<file path="src/include/ppfm_pkg.sv">
// Purpose: shared constants for the port pin function mux
// Assumes: one clock, synchronous active-low reset
// Notes: pin index 0..5 is port 1 bits 2..7, 6..11 is port 2 bits 0..5
// Behaviour
// LCD-shared pins are port only when unselected
// P1.2-P1.5 become S31-S28 at mode E0h
// P1.6-P1.7 become S27-S26 at mode C0h
// P2.0-P2.1 become S25-S24 at mode E0h
// P1.2 drives compare out 1, feeds capture 1A
// P1.7 is slave-out line, serial direction
// P2.1 is serial clock, serial direction
// P2.2 input only, feeds slave transmit enable
// P2.4 output only, drives uart transmit
// P2.5 input only, feeds uart receive
// P2.2-P2.5 port only while buffer enabled
// P2.3 loses port when level select 1111b
// P2.6-P2.7 keep full register bits, no pins
// P2.6-P2.7 flags change by software only
// select field thresholds 05h and 04h
// unselected pin uses port output and direction
// edge sets flag, enable gates the request
package ppfm_pkg;
	localparam int         NPIN    = 12;
	localparam int         PIN_P1_2 = 0;
	localparam int         PIN_P1_3 = 1;
	localparam int         PIN_P1_4 = 2;
	localparam int         PIN_P1_5 = 3;
	localparam int         PIN_P1_6 = 4;
	localparam int         PIN_P1_7 = 5;
	localparam int         PIN_P2_0 = 6;
	localparam int         PIN_P2_1 = 7;
	localparam int         PIN_P2_2 = 8;
	localparam int         PIN_P2_3 = 9;
	localparam int         PIN_P2_4 = 10;
	localparam int         PIN_P2_5 = 11;
	localparam int         NLCDPIN  = 8;
	localparam int         MODE_W   = 8;
	localparam int         SEGSEL_W = 4;
	localparam int         LEVEL_W  = 4;
	localparam logic [7:0] MODE_THR_A = 8'hE0;
	localparam logic [7:0] MODE_THR_B = 8'hC0;
	localparam logic [7:0] MODE_THR_C = 8'hE0;
	localparam logic [3:0] SEGSEL_THR_A = 4'h5;
	localparam logic [3:0] SEGSEL_THR_B = 4'h4;
	localparam logic [3:0] LEVEL_EXT_INPUT = 4'hF;
	localparam logic [11:0] RST_PINS = 12'h000;
	localparam logic [7:0]  RST_BYTE = 8'h00;

	// Threshold group a LCD-shared pin belongs to
	typedef enum logic [1:0] {
		GRP_A = 2'b00,
		GRP_B = 2'b01,
		GRP_C = 2'b10
	} ppfm_lcd_grp_t;
endpackage : ppfm_pkg

</file>
<file path="src/rtl/ppfm_irq_bank.sv">
// Purpose: edge detect and interrupt flags for one 8-bit port
// Assumes: level already registered and gated by port activity
// Notes: request output is combinational from flags and enables
`timescale 1ns/1ns
module ppfm_irq_bank (
	input  wire logic       sys_clk,
	input  wire logic       nrst,
	input  wire logic [7:0] level,
	input  wire logic [7:0] edge_en,
	input  wire logic [7:0] edge_sel,
	input  wire logic [7:0] irq_en,
	input  wire logic       flag_wr,
	input  wire logic [7:0] flag_wdata,
	output logic      [7:0] flag,
	output logic            irq
);
	import ppfm_pkg::*;

	logic [7:0] prev;
	logic [7:0] hit;

	// Previous level for edge compare
	always_ff @(posedge sys_clk) begin
		if (!nrst) begin
			prev <= RST_BYTE;
		end else begin
			prev <= level;
		end
	end

	// rising when select low, falling when high
	assign hit = edge_en & ((~edge_sel & level & ~prev) | (edge_sel & ~level & prev));

	// set wins over a same-cycle software clear
	always_ff @(posedge sys_clk) begin
		if (!nrst) begin
			flag <= RST_BYTE;
		end else begin
			flag <= (flag_wr ? flag_wdata : flag) | hit;
		end
	end

	// enable gates the request
	assign irq = |(flag & irq_en);
endmodule : ppfm_irq_bank

</file>
<file path="src/rtl/ppfm_top.sv">
// Purpose: pin function mux for port 1 bits 2-7 and port 2 bits 0-5
// Assumes: all inputs synchronous to sys_clk
// Notes: pin drive, enables and peripheral inputs lag one cycle
`timescale 1ns/1ns
module ppfm_top (
	input  wire logic                           sys_clk,
	input  wire logic                           nrst,
	input  wire logic [7:2]                     p1_peripheral_select_bit,
	input  wire logic [7:2]                     p1_pin_direction_bit,
	input  wire logic [7:2]                     p1_pin_output_bit,
	input  wire logic [7:2]                     p1_pin_irq_enable_bit,
	input  wire logic [7:2]                     p1_pin_irq_edge_select_bit,
	input  wire logic                           p1_flag_write,
	input  wire logic [7:2]                     p1_flag_wdata,
	input  wire logic [7:0]                     p2_peripheral_select_bit,
	input  wire logic [7:0]                     p2_pin_direction_bit,
	input  wire logic [7:0]                     p2_pin_output_bit,
	input  wire logic [7:0]                     p2_pin_irq_enable_bit,
	input  wire logic [7:0]                     p2_pin_irq_edge_select_bit,
	input  wire logic                           p2_flag_write,
	input  wire logic [7:0]                     p2_flag_wdata,
	input  wire logic [5:2]                     input_buffer_disable_bit,
	input  wire logic [ppfm_pkg::LEVEL_W-1:0]   voltage_level_select,
	input  wire logic [ppfm_pkg::MODE_W-1:0]    lcd_mode_field,
	input  wire logic [ppfm_pkg::SEGSEL_W-1:0]  lcd_port_segment_select,
	input  wire logic                           lcd_corrected_thresholds,
	input  wire logic                           timer_compare_out_1,
	input  wire logic                           timer_compare_out_2,
	input  wire logic                           supervisor_flag_output,
	input  wire logic                           aux_clock_out,
	input  wire logic                           serial_master_out_line_o,
	input  wire logic                           serial_slave_out_line_o,
	input  wire logic                           serial_clock_line_o,
	input  wire logic                           uart_transmit_line,
	input  wire logic                           master_out_dir_control,
	input  wire logic                           slave_out_dir_control,
	input  wire logic                           serial_clock_dir_control,
	input  wire logic [ppfm_pkg::NPIN-1:0]      pin_in,
	output logic      [ppfm_pkg::NPIN-1:0]      pin_out,
	output logic      [ppfm_pkg::NPIN-1:0]      pin_oe,
	output logic      [ppfm_pkg::NLCDPIN-1:0]   lcd_segment_enable,
	output logic      [7:2]                     p1_pin_input_bit,
	output logic      [7:0]                     p2_pin_input_bit,
	output logic      [7:2]                     p1_pin_irq_flag_bit,
	output logic      [7:0]                     p2_pin_irq_flag_bit,
	output logic                                p1_irq,
	output logic                                p2_irq,
	output logic                                timer_capture_in_1a,
	output logic                                timer_capture_in_2a,
	output logic                                timer_external_clock_in,
	output logic                                serial_master_out_line_i,
	output logic                                serial_slave_out_line_i,
	output logic                                serial_clock_line_i,
	output logic                                serial_slave_tx_enable,
	output logic                                uart_receive_line
);
	import ppfm_pkg::*;

	logic [NPIN-1:0]    sel;
	logic [NPIN-1:0]    dir;
	logic [NPIN-1:0]    pout;
	logic [NPIN-1:0]    mout;
	logic [NPIN-1:0]    mdir;
	logic [NPIN-1:0]    act;
	logic [NPIN-1:0]    pe;
	logic [NPIN-1:0]    in_q;
	logic [NPIN-1:0]    act_q;
	logic [NLCDPIN-1:0] lcd;
	logic [7:0]         p1_flag_all;

	// Segment threshold decode, mode field or port-segment select
	function automatic logic lcd_on(
		input ppfm_lcd_grp_t       g,
		input logic                corr,
		input logic [MODE_W-1:0]   mode,
		input logic [SEGSEL_W-1:0] seg
	);
		lcd_on = 1'b0;
		unique case (g)
			GRP_A: lcd_on = corr ? (seg >= SEGSEL_THR_A) : (mode >= MODE_THR_A);
			GRP_B: lcd_on = corr ? (seg >= SEGSEL_THR_B) : (mode >= MODE_THR_B);
			GRP_C: lcd_on = corr ? (seg >= SEGSEL_THR_B) : (mode >= MODE_THR_C);
			default: lcd_on = 1'b0;
		endcase
	endfunction : lcd_on

	// Pin index to threshold group
	function automatic ppfm_lcd_grp_t grp_of(input int k);
		grp_of = GRP_C;
		if (k <= PIN_P1_5) begin
			grp_of = GRP_A;
		end else if (k <= PIN_P1_7) begin
			grp_of = GRP_B;
		end
	endfunction : grp_of

	// Flatten both ports into one pin-indexed view
	assign sel  = {p2_peripheral_select_bit[5:0], p1_peripheral_select_bit};
	assign dir  = {p2_pin_direction_bit[5:0], p1_pin_direction_bit};
	assign pout = {p2_pin_output_bit[5:0], p1_pin_output_bit};

	// Peripheral output per pin, unused ones stay low
	always_comb begin
		mout = RST_PINS;
		// compare out 1
		mout[PIN_P1_2] = timer_compare_out_1;
		mout[PIN_P1_3] = supervisor_flag_output;
		mout[PIN_P1_5] = aux_clock_out;
		mout[PIN_P1_6] = serial_master_out_line_o;
		// slave-out drive
		mout[PIN_P1_7] = serial_slave_out_line_o;
		mout[PIN_P2_0] = timer_compare_out_2;
		// serial clock drive
		mout[PIN_P2_1] = serial_clock_line_o;
		// uart transmit drive
		mout[PIN_P2_4] = uart_transmit_line;
	end

	// Direction seen when the peripheral owns the pin
	always_comb begin
		mdir = dir;
		mdir[PIN_P1_6] = master_out_dir_control;
		// serial direction control
		mdir[PIN_P1_7] = slave_out_dir_control;
		// clock direction control
		mdir[PIN_P2_1] = serial_clock_dir_control;
		// forced input
		mdir[PIN_P2_2] = 1'b0;
		// forced output
		mdir[PIN_P2_4] = 1'b1;
		// forced input
		mdir[PIN_P2_5] = 1'b0;
	end

	// Port function activity per pin
	always_comb begin
		lcd = RST_BYTE;
		// group thresholds
		for (int k = 0; k < NLCDPIN; k++) begin
			lcd[k] = lcd_on(grp_of(k), lcd_corrected_thresholds,
					lcd_mode_field, lcd_port_segment_select);
		end
		act = RST_PINS;
		// port only while not a segment
		act[NLCDPIN-1:0] = ~lcd;
		// input buffer disable
		act[PIN_P2_2] = ~input_buffer_disable_bit[2];
		// supervisor analog input
		act[PIN_P2_3] = ~input_buffer_disable_bit[3] &
				(voltage_level_select != LEVEL_EXT_INPUT);
		act[PIN_P2_4] = ~input_buffer_disable_bit[4];
		act[PIN_P2_5] = ~input_buffer_disable_bit[5];
	end

	// Input seen by a selected peripheral
	assign pe = pin_in & act & sel;

	// Pin drive; an inactive pin is never driven
	always_ff @(posedge sys_clk) begin
		if (!nrst) begin
			pin_out <= RST_PINS;
			pin_oe  <= RST_PINS;
		end else begin
			// port bits unless selected
			pin_out <= (sel & mout) | (~sel & pout);
			pin_oe  <= act & ((sel & mdir) | (~sel & dir));
		end
	end

	// Input sampling, gated so a disabled buffer reads low
	always_ff @(posedge sys_clk) begin
		if (!nrst) begin
			in_q  <= RST_PINS;
			act_q <= RST_PINS;
		end else begin
			in_q  <= pin_in & act;
			act_q <= act;
		end
	end

	// Segment enables, bit k is segment 24+k
	always_ff @(posedge sys_clk) begin
		if (!nrst) begin
			lcd_segment_enable <= RST_BYTE;
		end else begin
			for (int k = 0; k < NLCDPIN; k++) begin
				lcd_segment_enable[NLCDPIN-1-k] <= lcd[k];
			end
		end
	end

	// Peripheral inputs, low while not selected
	always_ff @(posedge sys_clk) begin
		if (!nrst) begin
			timer_capture_in_1a      <= 1'b0;
			timer_capture_in_2a      <= 1'b0;
			timer_external_clock_in  <= 1'b0;
			serial_master_out_line_i <= 1'b0;
			serial_slave_out_line_i  <= 1'b0;
			serial_clock_line_i      <= 1'b0;
			serial_slave_tx_enable   <= 1'b0;
			uart_receive_line        <= 1'b0;
		end else begin
			// capture 1A feed
			timer_capture_in_1a      <= pe[PIN_P1_2];
			timer_capture_in_2a      <= pe[PIN_P2_0];
			timer_external_clock_in  <= pe[PIN_P1_5];
			serial_master_out_line_i <= pe[PIN_P1_6];
			// slave-out receive
			serial_slave_out_line_i  <= pe[PIN_P1_7];
			// serial clock receive
			serial_clock_line_i      <= pe[PIN_P2_1];
			// slave transmit enable feed
			serial_slave_tx_enable   <= pe[PIN_P2_2];
			// uart receive feed
			uart_receive_line        <= pe[PIN_P2_5];
		end
	end

	// Input bits; unbonded bits have nothing to read
	assign p1_pin_input_bit = in_q[PIN_P1_7:PIN_P1_2];
	assign p2_pin_input_bit = {2'b00, in_q[PIN_P2_5:PIN_P2_0]};

	// Port 1 flags; bits 1:0 live elsewhere and are padded off
	ppfm_irq_bank u_p1_irq (
		.sys_clk    (sys_clk),
		.nrst       (nrst),
		.level      ({in_q[PIN_P1_7:PIN_P1_2], 2'b00}),
		.edge_en    ({act_q[PIN_P1_7:PIN_P1_2], 2'b00}),
		.edge_sel   ({p1_pin_irq_edge_select_bit, 2'b00}),
		.irq_en     ({p1_pin_irq_enable_bit, 2'b00}),
		.flag_wr    (p1_flag_write),
		.flag_wdata ({p1_flag_wdata, 2'b00}),
		.flag       (p1_flag_all),
		.irq        (p1_irq)
	);
	assign p1_pin_irq_flag_bit = p1_flag_all[7:2];

	// Port 2 flags; R13 R14 - bits 7:6 kept but never edge-set
	ppfm_irq_bank u_p2_irq (
		.sys_clk    (sys_clk),
		.nrst       (nrst),
		.level      ({2'b00, in_q[PIN_P2_5:PIN_P2_0]}),
		.edge_en    ({2'b00, act_q[PIN_P2_5:PIN_P2_0]}),
		.edge_sel   (p2_pin_irq_edge_select_bit),
		.irq_en     (p2_pin_irq_enable_bit),
		.flag_wr    (p2_flag_write),
		.flag_wdata (p2_flag_wdata),
		.flag       (p2_pin_irq_flag_bit),
		.irq        (p2_irq)
	);
endmodule : ppfm_top

</file>
<file path="config.mk">
export PLATFORM = sky130hd
export DESIGN_NAME = ppfm_top
export DESIGN_NICKNAME = d
export VERILOG_FILES = /design/src/include/ppfm_pkg.sv /design/src/rtl/ppfm_irq_bank.sv /design/src/rtl/ppfm_top.sv
export SDC_FILE = /design/constraint.sdc
export NUM_CORES = 1
export LEC_CHECK = 0
export BUFFER_PORTS_ARGS = -buffer_cell sky130_fd_sc_hd__buf_2
export CELL_PAD_IN_SITES_DETAIL_PLACEMENT = 1
export CELL_PAD_IN_SITES_GLOBAL_PLACEMENT = 1
export CORE_MARGIN = 4
export CORE_UTILIZATION = 29
export DETAILED_ROUTE_END_ITERATION = 10
export PLACE_DENSITY_LB_ADDON = 0.12
export SLEW_MARGIN = 40
export SYNTH_ARGS = -nofsm -noshare
export SYNTH_HDL_FRONTEND = slang
export SYNTH_SLANG_ARGS = --single-unit
</file>
<file path="constraint.sdc">
create_clock -name sys_clk -period 1.3 [get_ports sys_clk]
set_clock_uncertainty 0.15 [all_clocks]
set_input_delay 0.13 -clock sys_clk [delete_from_list [all_inputs] [get_ports sys_clk]]
set_output_delay 0.13 -clock sys_clk [all_outputs]
set_load 0.05 [all_outputs]
</file>
-- Word-level counts from Yosys, hierarchy flattened
Cells that the tools add are included.
- register bits after elaboration: 93
- bits of input ports: 132
- output and inout port bits: 70
- logic and storage cells: 69
- $lt $le $gt $ge: 4
- equal/unequal tests: 1
- multiplexer cells: 5
- bitwise logic cells: 38
- reduce and logical (&&, ||, !) cells: 2
- operator list (cell ; count):
    $and 8x8->8 ; 10
    $and 12x12->12 ; 5
    $not 8->8 ; 6
    $or 8x8->8 ; 4
    $and 12x11->12 ; 2
    $or 12x12->12 ; 2
    $ge 8x8->1 const B ; 2
    $mux 8 ; 2
    $reduce_or 8->1 ; 2
    $not 12->12 ; 1
    $and 6x8->8 ; 1
    $and 8x6->8 ; 1
    $ge 4x3->1 const B ; 2
    $not 6->8 ; 1
    $ne 4x4->1 const B ; 1
    $not 1->1 ; 4
    $mux 1 ; 3
    $and 1x1->1 ; 1

-- Logic depth before layout (Yosys ltp)
Gate-level depths: netlist of run 1.
- depth after elaboration: 6
- depth in mapped cells: 4
- depth with buffers taken out: 4

-- Modules after synthesis
From an unflattened synthesis of run 1, not the netlist that was laid out.
- cell total of the unflattened synthesis: 268
- area, all modules: 3121.7 um^2
- by module, submodules not included (module ; times used ; cells each ; area each (um^2) ; seq. area each (um^2)):
    ppfm_top ; 1 ; 142 ; 1697.9 ; 1081.0
    ppfm_irq_bank ; 2 ; 63 ; 711.9 ; 320.3

-- Worst setup path before layout of run 1
Ideal clock, no wire load.
- path type: register -> output
- start: reg u_p2_irq.flag[1]
- end: out p2_irq
- arrival: 1240 ps
- setup slack: -220 ps
- cell stages (with the launch flop): 3
- path buffers: 0
- path through: dfxtp_1 -> a22oi_1 -> nand4_1
- cells in the longest elaborated chain, start to end: 2
- RTL lines (what ; RTL line ; source):
    start, declared ; ppfm_irq_bank.sv:14 ; output logic [7:0] flag,
    start signal, assigned ; ppfm_irq_bank.sv:39 ; flag <= (flag_wr ? flag_wdata : flag) | hit;
    $and 8x8->8 ; ppfm_irq_bank.sv:44 ; assign irq = |(flag & irq_en);
    $reduce_or 8->1 ; ppfm_irq_bank.sv:44 ;
    end, declared ; ppfm_top.sv:47 ; output logic p2_irq,
No other way between the ends.

-- Worst setup path after layout of run 1
- start: reg u_p2_irq.flag[3]
- end: out p2_irq
The elaborated chain is that of the path after synthesis.

==> results of run 1 <==
==> per-layer routing <==
metal | part of all wire (%) | up-vias | track usage (%)
met5 | 0 | - | 0
met1 | 36 | 1365 | 18.66
met2 | 56 | 114 | 35.66
met4 | 1.4 | 0 | 6.041
li1 | - | 1441 | -
met3 | 6.6 | 13 | 4.799
==> cells in the mapped netlist, drive strengths merged, types with 6 or more instances <==
master  instances
mux2i          25
buf            10
nor2            6
clkbuf          7
and3b          15
and2           23
a21boi         14
dfxtp          80
o21ai          13
nor2b          14
and3           15
nor3b          12
a22oi           7
==> area by class of cell <==
class / count / area, sq um / share of cell area [%]
clock inverter: 5 / 30.03 / 0.5817
clock buffer: 11 / 152.6 / 2.957
timing repair buffer: 281 / 1944 / 37.66
multi-input combinational: 162 / 1215 / 23.53
inverter: 1 / 3.754 / 0.07271
sequential: 80 / 1650 / 31.97
tap: 133 / 166.4 / 3.223
==> how the worst max path moves through the flow <==
stage                     slack (ps)  cells past startpoint                      end                  startpoint
final                           -130                      3                   p2_irq            u_p2_irq.flag[3]
after global placement           130                      5  timer_external_clock_in  lcd_port_segment_select[3]
after global routing            -210                      3                   p2_irq            u_p2_irq.flag[2]
after CTS                       -160                      3                   p2_irq            u_p2_irq.flag[2]
after floorplan                  -40                      2                   p2_irq            u_p2_irq.flag[3]
after detailed placement         120                      5  timer_external_clock_in    lcd_corrected_thresholds
==> cells in the final DEF (no fill, tap or decap), types with 2 or more instances in the layout <==
cell,instances
sky130_fd_sc_hd__dlygate4sd3_1,85
sky130_fd_sc_hd__and3b_1,15
sky130_fd_sc_hd__nand4_1,2
sky130_fd_sc_hd__o21ai_0,12
sky130_fd_sc_hd__clkinv_2,3
sky130_fd_sc_hd__dfxtp_1,55
sky130_fd_sc_hd__buf_6,6
sky130_fd_sc_hd__dfxtp_2,18
sky130_fd_sc_hd__buf_2,172
sky130_fd_sc_hd__nor2b_1,14
sky130_fd_sc_hd__nand2_1,4
sky130_fd_sc_hd__buf_4,13
sky130_fd_sc_hd__and2_1,23
sky130_fd_sc_hd__dlymetal6s4s_1,2
sky130_fd_sc_hd__clkbuf_8,9
sky130_fd_sc_hd__nor2_1,5
sky130_fd_sc_hd__mux2i_1,25
sky130_fd_sc_hd__and3_1,14
sky130_fd_sc_hd__o21a_1,2
sky130_fd_sc_hd__and4_1,2
sky130_fd_sc_hd__conb_1,2
sky130_fd_sc_hd__clkinvlp_4,2
sky130_fd_sc_hd__dfxtp_4,7
sky130_fd_sc_hd__a21boi_0,14
sky130_fd_sc_hd__a22oi_2,7
sky130_fd_sc_hd__nor3b_1,12
==> power by group through the flow <==
stage	sequential, mW	combinational, mW	clock [mW]
6_report	2.64	1.31	1.71
5_1_grt	2.67	1.40	1.90
4_1_cts	2.64	1.27	1.78
3_5_place_dp	2.70	1.03	0
3_3_place_gp	2.69	1.02	0
2_1_floorplan	3.04	0.322	0
==> registers in the layout, summed over array words and instances (netlist names) <==
name and flops:
pin_oe 12, pin_out 12, serial_slave_out_line_i 1, timer_capture_in_2a 1, serial_slave_tx_enable 1, serial_clock_line_i 1, uart_receive_line 1, u_p2_irq.flag 8
act_q 7, u_p2_irq.prev 6, in_q 12, u_p1_irq.prev 6, serial_master_out_line_i 1, timer_external_clock_in 1, timer_capture_in_1a 1, lcd_segment_enable 3
u_p1_irq.flag 6
==> logic make-up after synthesis <==
| group | count (synthesis) | synth area share (%) |
|---|---|---|
| AND/OR/NAND/NOR | 99 | 23.20 |
| flip-flops | 80 | 55.60 |
| AO/OA/AOI/OAI | 36 | 8.384 |
| multiplexers | 25 | 8.688 |
| buffers and inverters | 18 | 3.997 |
| other | 1 | 0.1302 |
==> metrics by stage <==
step	instances	power, mW	hold slack [ps]	util, %	setup slack [ps]
4_1_cts	672	5.702	-6.860	52.35	-156.7
5_1_grt	673	5.957	22.16	53.06	-205.3
6_report	673	5.667	9.434	53.06	-133.7
3_3_place_gp	567	3.708	137.1	40.83	132.5
3_5_place_dp	567	3.729	140.1	40.83	115.8
2_1_floorplan	260	3.365	51.51	-	-41.54
==> worst max-delay path, delay by kind of cell, from the launching register on <==
family,cells,cell delay (ps)
AO/OA/AOI/OAI,1,160
buffers and inverters,1,170
flip-flops,1,360
AND/OR/NAND/NOR,1,130
==> repair_timing <==
item | CTS | global route
setup buffers | 2 | 1
pin swaps | 1 | 3
endpoints found under the hold margin | 64 | 2
hold buffers | 87 | 2
gates resized for setup | 14 | 26
gates cloned | 0 | 0
endpoints found under the setup margin | 2 | 31
==> metrics.txt, run 1 <==
# TYPE chip_impl_metric gauge
chip_impl_metric{name="clockPowerShare",unit="%"} 30.2
chip_impl_metric{name="yosys.cell_types.count",unit=""} 27
chip_impl_metric{name="cts_max_path_buffers",unit=""} 2
chip_impl_info{name="hold_path_class",value="in -> reg"} 1
chip_impl_metric{name="postLayoutCellArea",unit="sq um"} 5162
chip_impl_metric{name="cts_num_sinks",unit=""} 80
chip_impl_metric{name="yosysSeqAreaShare",unit="%"} 55.60
chip_impl_metric{name="place_area",unit="sq um"} 3973
chip_impl_metric{name="firstDrtPassIters",unit=""} 4
chip_impl_info{name="r2r_start",value="in_q[5]"} 1
chip_impl_info{name="clockRootBuffer",value="sky130_fd_sc_hd__clkbuf_8"} 1
chip_impl_metric{name="route.vias.total",unit=""} 2933
chip_impl_metric{name="pwr-share-seq",unit="%"} 46.7
chip_impl_metric{name="fp.dieH",unit="um"} 107.7
chip_impl_metric{name="routabilityCongestion",unit=""} 0.6824
chip_impl_metric{name="power.switching_fraction",unit="%"} 30.33
chip_impl_metric{name="starting_utilization_of_the_core_area",unit="%"} 29.60
chip_impl_metric{name="post_drt_via_cell_ratio",unit=""} 4.358
chip_impl_info{name="synthFlopType",value="sky130_fd_sc_hd__dfxtp_1"} 1
chip_impl_metric{name="ff2ff_path_depth",unit=""} 3
chip_impl_metric{name="dieWidth",unit="um"} 107.7
chip_impl_metric{name="timing.final.crit_period",unit="ps"} 1434
chip_impl_metric{name="comb_power_share",unit="%"} 23.2
chip_impl_metric{name="postSynth.asyncResetShare",unit="%"} 0
chip_impl_metric{name="netlist_area_before_placement",unit="sq um"} 2880
chip_impl_metric{name="timing.hold.worst_path_depth",unit=""} 3
chip_impl_metric{name="postSynthAreaPerCell",unit="sq um"} 11.12
chip_impl_info{name="status",value="finished with violations"} 1
chip_impl_metric{name="cp_data_required_time",unit="ps"} 1020
chip_impl_info{name="timing.setup.critical_path_class",value="reg -> out"} 1
chip_impl_metric{name="ys_seq_elements",unit=""} 80
chip_impl_metric{name="slew_viol_final",unit=""} 0
chip_impl_metric{name="finalWorstSetupSlack",unit="ps"} -133.7
chip_impl_metric{name="grt_util_all_layers",unit="%"} 18.31
chip_impl_info{name="hold_path_end",value="lcd_segment_enable[3]"} 1
chip_impl_info{name="end_kind",value="primary output"} 1
chip_impl_info{name="violations_in_the_final_reports",value="setup timing"} 1
chip_impl_metric{name="power.density_cell_area",unit="nW/um^2"} 1098
chip_impl_metric{name="net_switching_power_figure",unit="mW"} 1.719
chip_impl_metric{name="fp.dieArea",unit="sq um"} 11590
chip_impl_metric{name="timing.critical_path.slowest_cell_delay",unit="ps"} 360
chip_impl_metric{name="overflow",unit=""} 0
chip_impl_metric{name="cts-buffers-inserted",unit=""} 9
chip_impl_metric{name="routed_wl",unit="um"} 10520
chip_impl_metric{name="area_delta_synth_final",unit="%"} 79.24
chip_impl_metric{name="wire_per_inst",unit="um"} 15.63
chip_impl_metric{name="synth-edff-count",unit=""} 0
chip_impl_info{name="critical_path.cell_chain",value="a22oi_2 -> nand4_1 -> buf_6"} 1
chip_impl_metric{name="via_count_of_the_first_global_routing_pass",unit=""} 3351
chip_impl_metric{name="cp_data_arrival_time",unit="ps"} 1150
chip_impl_metric{name="timing.final.hold_violations",unit=""} 0
chip_impl_metric{name="numPortBuffers",unit=""} 186
chip_impl_metric{name="final_min_period_over_clock_period",unit="%"} 110.3
chip_impl_metric{name="inserted_diodes",unit=""} 0
chip_impl_metric{name="cts.htree.levels",unit=""} 3
chip_impl_metric{name="maxCapViolCount",unit=""} 0
chip_impl_metric{name="layout_nets",unit=""} 667
chip_impl_metric{name="power.internal",unit="mW"} 3.949
chip_impl_metric{name="syn_inst",unit=""} 259
chip_impl_info{name="start_kind",value="flop"} 1
chip_impl_metric{name="timing.critical_path.fanout_max",unit=""} 3
chip_impl_metric{name="achievable-frequency",unit="MHz"} 697.5
chip_impl_info{name="setup_repair_after_global_routing_missed_its_margin",value="true"} 1
chip_impl_metric{name="setup_viol",unit=""} 2
chip_impl_info{name="timing.hold.worst.start",value="lcd_corrected_thresholds"} 1
chip_impl_info{name="synth_largest_area_cell",value="sky130_fd_sc_hd__dfxtp_1"} 1
chip_impl_metric{name="num-fill-cells",unit=""} 1141
chip_impl_info{name="netlist_top_cells_area",value="sky130_fd_sc_hd__dfxtp_1, sky130_fd_sc_hd__mux2i_1, sky130_fd_sc_hd__and2_1"} 1
chip_impl_metric{name="coreArea",unit="sq um"} 9729
chip_impl_metric{name="ff2ff_setup_slack",unit="ps"} 160
chip_impl_info{name="crit-reg2reg-capture",value="u_p1_irq.flag[7]"} 1
chip_impl_metric{name="first_pass_grt_wire_length",unit="um"} 16540
chip_impl_metric{name="layout_cell_share_with_drive_strength_beyond_1",unit="%"} 45.56
chip_impl_info{name="crit_path_top_delay_cell",value="sky130_fd_sc_hd__dfxtp_4"} 1
chip_impl_metric{name="first_iter_violations",unit=""} 41
chip_impl_metric{name="placement_rows",unit=""} 36
chip_impl_metric{name="floorplan.io_pins",unit=""} 202
chip_impl_metric{name="route.antenna.remaining_nets",unit=""} 0
chip_impl_info{name="tritoncts_clock_tree",value="yes"} 1
chip_impl_metric{name="power.leakage",unit="nW"} 2.585
chip_impl_metric{name="synth_largest_type_area_fraction",unit="%"} 55.60
chip_impl_metric{name="vdd_drop_max",unit="V"} 0.0004837
chip_impl_metric{name="yosysWarningCount",unit=""} 0
chip_impl_metric{name="fin_setup_tns",unit="ps"} -231.0
chip_impl_metric{name="grt_start_max_net_pins",unit=""} 25
chip_impl_metric{name="clkSlewWorstSetupHoldPaths",unit="ps"} 80
chip_impl_metric{name="dpl.hpwl",unit="um"} 6687
chip_impl_metric{name="insertion_delay",unit="ps"} 340
chip_impl_metric{name="number_of_antenna_violations_at_the_first_check_in_global_routing",unit=""} 0
chip_impl_metric{name="post-route-drc-count",unit=""} 0
Power figures use the tool's default switching activity.
==> run 2: changes to the inputs <==
==> constraint.sdc (replaced) <==
create_clock -name sys_clk -period 1.3 [get_ports sys_clk]
set_clock_uncertainty 0.15 [all_clocks]
set_input_delay 0.26 -clock sys_clk [delete_from_list [all_inputs] [get_ports sys_clk]]
set_output_delay 0.26 -clock sys_clk [all_outputs]
set_load 0.05 [all_outputs]
==> run 2 against run 1 <==
Effect of this change: the flow still finishes with violations (setup timing); maximum frequency shrank 11%; clock power grew 19%; combinational power grew 7%; hold slack gained 13 ps; sequential share of layout area shrank 0.097 points; die area is the same; via count shrank 3.6%; global-route usage shrank 2.0 points; design area grew 3.9%; count of clock-buffer cells in the layout grew 2; largest cell class unchanged; highest routed layer unchanged.
==> metrics.txt, run 2 (synthesis gave the netlist of run 1 again) <==
# TYPE chip_impl_metric gauge
chip_impl_metric{name="sequential_cell_area",unit="sq um"} 1709
chip_impl_metric{name="place_area",unit="sq um"} 4034
chip_impl_metric{name="cp_data_required_time",unit="ps"} 890
chip_impl_info{name="final_common_cell",value="sky130_fd_sc_hd__buf_2"} 1
chip_impl_metric{name="fin_cells",unit=""} 635
chip_impl_metric{name="insertion_delay",unit="ps"} 340
chip_impl_metric{name="timing.final.hold_violations",unit=""} 0
chip_impl_metric{name="cp_data_arrival_time",unit="ps"} 1200
chip_impl_metric{name="post_drt_via_cell_ratio",unit=""} 4.452
chip_impl_info{name="end_kind",value="primary output"} 1
chip_impl_metric{name="coreArea",unit="sq um"} 9729
chip_impl_info{name="timing.hold.worst.start",value="p1_pin_output_bit[3]"} 1
chip_impl_info{name="reg.largest.list",value="in_q x12, pin_oe x12, pin_out x12"} 1
chip_impl_info{name="r2r_start",value="in_q[10]"} 1
chip_impl_info{name="clockRootBuffer",value="sky130_fd_sc_hd__clkbuf_8"} 1
chip_impl_metric{name="routed_wl",unit="um"} 10140
chip_impl_metric{name="fin_util",unit="%"} 55.12
chip_impl_metric{name="via_count_of_the_first_global_routing_pass",unit=""} 2977
chip_impl_metric{name="area_delta_synth_final",unit="%"} 86.19
chip_impl_metric{name="placed_cells",unit=""} 571
chip_impl_metric{name="timing.final.crit_period",unit="ps"} 1610
chip_impl_metric{name="slew_viol_final",unit=""} 0
chip_impl_info{name="violations_in_the_final_reports",value="setup timing"} 1
chip_impl_metric{name="num-fill-cells",unit=""} 1096
chip_impl_metric{name="clkSlewWorstSetupHoldPaths",unit="ps"} 90
chip_impl_metric{name="cts_max_path_buffers",unit=""} 2
chip_impl_metric{name="postLayoutCellArea",unit="sq um"} 5363
chip_impl_metric{name="power.leakage",unit="nW"} 2.565
chip_impl_metric{name="grt_start_max_net_pins",unit=""} 31
chip_impl_metric{name="final_min_period_over_clock_period",unit="%"} 123.8
chip_impl_metric{name="multi_input_area",unit="sq um"} 1215
chip_impl_metric{name="hold-worst-slack",unit="ps"} 22.46
chip_impl_metric{name="fp.dieH",unit="um"} 107.7
chip_impl_info{name="tritoncts_clock_tree",value="yes"} 1
chip_impl_metric{name="first_pass_grt_wire_length",unit="um"} 14810
chip_impl_info{name="crit_path_top_delay_cell",value="sky130_fd_sc_hd__dfxtp_4"} 1
chip_impl_metric{name="wire_per_inst",unit="um"} 15.97
chip_impl_metric{name="floorplan.io_pins",unit=""} 202
chip_impl_metric{name="routabilityCongestion",unit=""} 0.7155
chip_impl_metric{name="placement_rows",unit=""} 36
chip_impl_info{name="timing.setup.critical_path_class",value="reg -> out"} 1
chip_impl_info{name="layout_common_cells",value="sky130_fd_sc_hd__buf_2, sky130_fd_sc_hd__dlygate4sd3_1, sky130_fd_sc_hd__buf_8"} 1
chip_impl_metric{name="achievable-frequency",unit="MHz"} 621.2
chip_impl_metric{name="timing.critical_path.slowest_cell_delay",unit="ps"} 350
chip_impl_metric{name="maxCapViolCount",unit=""} 0
chip_impl_info{name="worstSetupStartpoint",value="u_p1_irq.flag[4]"} 1
chip_impl_metric{name="design_power_total",unit="mW"} 6.098
chip_impl_metric{name="cts_num_sinks",unit=""} 80
chip_impl_metric{name="firstDrtPassIters",unit=""} 4
chip_impl_metric{name="setup_viol",unit=""} 14
chip_impl_metric{name="route.vias.total",unit=""} 2827
chip_impl_metric{name="timing.critical_path.fanout_max",unit=""} 2
chip_impl_metric{name="numPortBuffers",unit=""} 186
chip_impl_info{name="setup_repair_after_global_routing_missed_its_margin",value="true"} 1
chip_impl_metric{name="finalWorstSetupSlack",unit="ps"} -309.7
chip_impl_metric{name="inserted_diodes",unit=""} 0
chip_impl_metric{name="post-route-drc-count",unit=""} 0
chip_impl_metric{name="dieWidth",unit="um"} 107.7
chip_impl_info{name="hold_path_class",value="in -> reg"} 1
chip_impl_metric{name="cts-buffers-inserted",unit=""} 9
chip_impl_metric{name="vdd_drop_max",unit="V"} 0.0005566
chip_impl_metric{name="layout_cell_share_with_drive_strength_beyond_1",unit="%"} 55.58
chip_impl_metric{name="dpl.hpwl",unit="um"} 6632
chip_impl_metric{name="overflow",unit=""} 0
chip_impl_metric{name="fp.dieArea",unit="sq um"} 11590
chip_impl_metric{name="number_of_antenna_violations_at_the_first_check_in_global_routing",unit=""} 0
chip_impl_metric{name="starting_utilization_of_the_core_area",unit="%"} 29.60
chip_impl_metric{name="grt_util_all_layers",unit="%"} 16.33
chip_impl_metric{name="first_iter_violations",unit=""} 72
chip_impl_metric{name="place_ws",unit="ps"} -50.05
chip_impl_metric{name="cts.htree.levels",unit=""} 3
chip_impl_info{name="status",value="finished with violations"} 1
chip_impl_metric{name="layout_nets",unit=""} 629
chip_impl_info{name="critical_path.cell_chain",value="a22oi_2 -> nand3_4 -> buf_8"} 1
chip_impl_metric{name="fin_setup_tns",unit="ps"} -1031
chip_impl_info{name="start_kind",value="flop"} 1
chip_impl_metric{name="power.density_cell_area",unit="nW/um^2"} 1137
chip_impl_metric{name="route.antenna.remaining_nets",unit=""} 0
[run 2: cell count changes in the layout (fill, tap and decap cells not counted), moves of 6 or more]
cell and delta:
sky130_fd_sc_hd__dfxtp_4 +13, sky130_fd_sc_hd__buf_4 +6, sky130_fd_sc_hd__buf_2 -54, sky130_fd_sc_hd__dfxtp_2 +8
sky130_fd_sc_hd__buf_8 +34, sky130_fd_sc_hd__dlygate4sd3_1 -49, sky130_fd_sc_hd__dfxtp_1 -21, sky130_fd_sc_hd__buf_6 +27
[run 2: final cells by class]
type	count	area share (%)
clock inverters	3	0.4666
flip-flops and latches	80	31.87
repair buffers	243	37.87
well taps	133	3.103
multi-input cells	162	22.66
clock buffers	13	3.966
inverters	1	0.07000
[run 2: worst max-delay path: cells and delay by family, from the launching register on]
family                 cells  cell delay [ps]
AO/OA/AOI/OAI              1              260
buffers and inverters      1              160
flip-flops                 1              350
AND/OR/NAND/NOR            1              100
[run 2: worst paths after layout]
| path | end | slack, ps | cells past startpoint |
|---|---|---|---|
| min | pin_out[1] | 20 | 3 |
| max | p1_irq | -310 | 3 |
| max reg2reg | u_p2_irq.flag[4] | 70 | 4 |
| min reg2reg | u_p2_irq.flag[3] | 320 | 2 |
[run 2: routing by layer]
metal	up-vias	global-route usage (%)	share of wire [%]
met5	-	0	0
met4	0	5.951	2.1
met3	17	6.539	8.6
met2	125	29.22	53
met1	1314	17.17	36
li1	1371	-	-
[run 2: what timing repair did]
| action | 4_1_cts | 5_1_grt |
|---|---|---|
| setup endpoints to repair | 69 | 63 |
| pin swaps | 2 | 3 |
| gates cloned | 0 | 0 |
| endpoints found under the hold margin | 34 | 0 |
| setup buffers | 4 | 10 |
| hold buffers | 36 | 0 |
| resized for setup | 134 | 77 |
[run 2: power breakdown]
| part | internal, mW | total, mW | switching, mW |
|---|---|---|---|
| Combinational | 0.663 | 1.40 | 0.737 |
| Sequential | 2.57 | 2.67 | 0.0963 |
| Clock | 1.11 | 2.03 | 0.924 |
| Total | 4.34 | 6.10 | 1.76 |
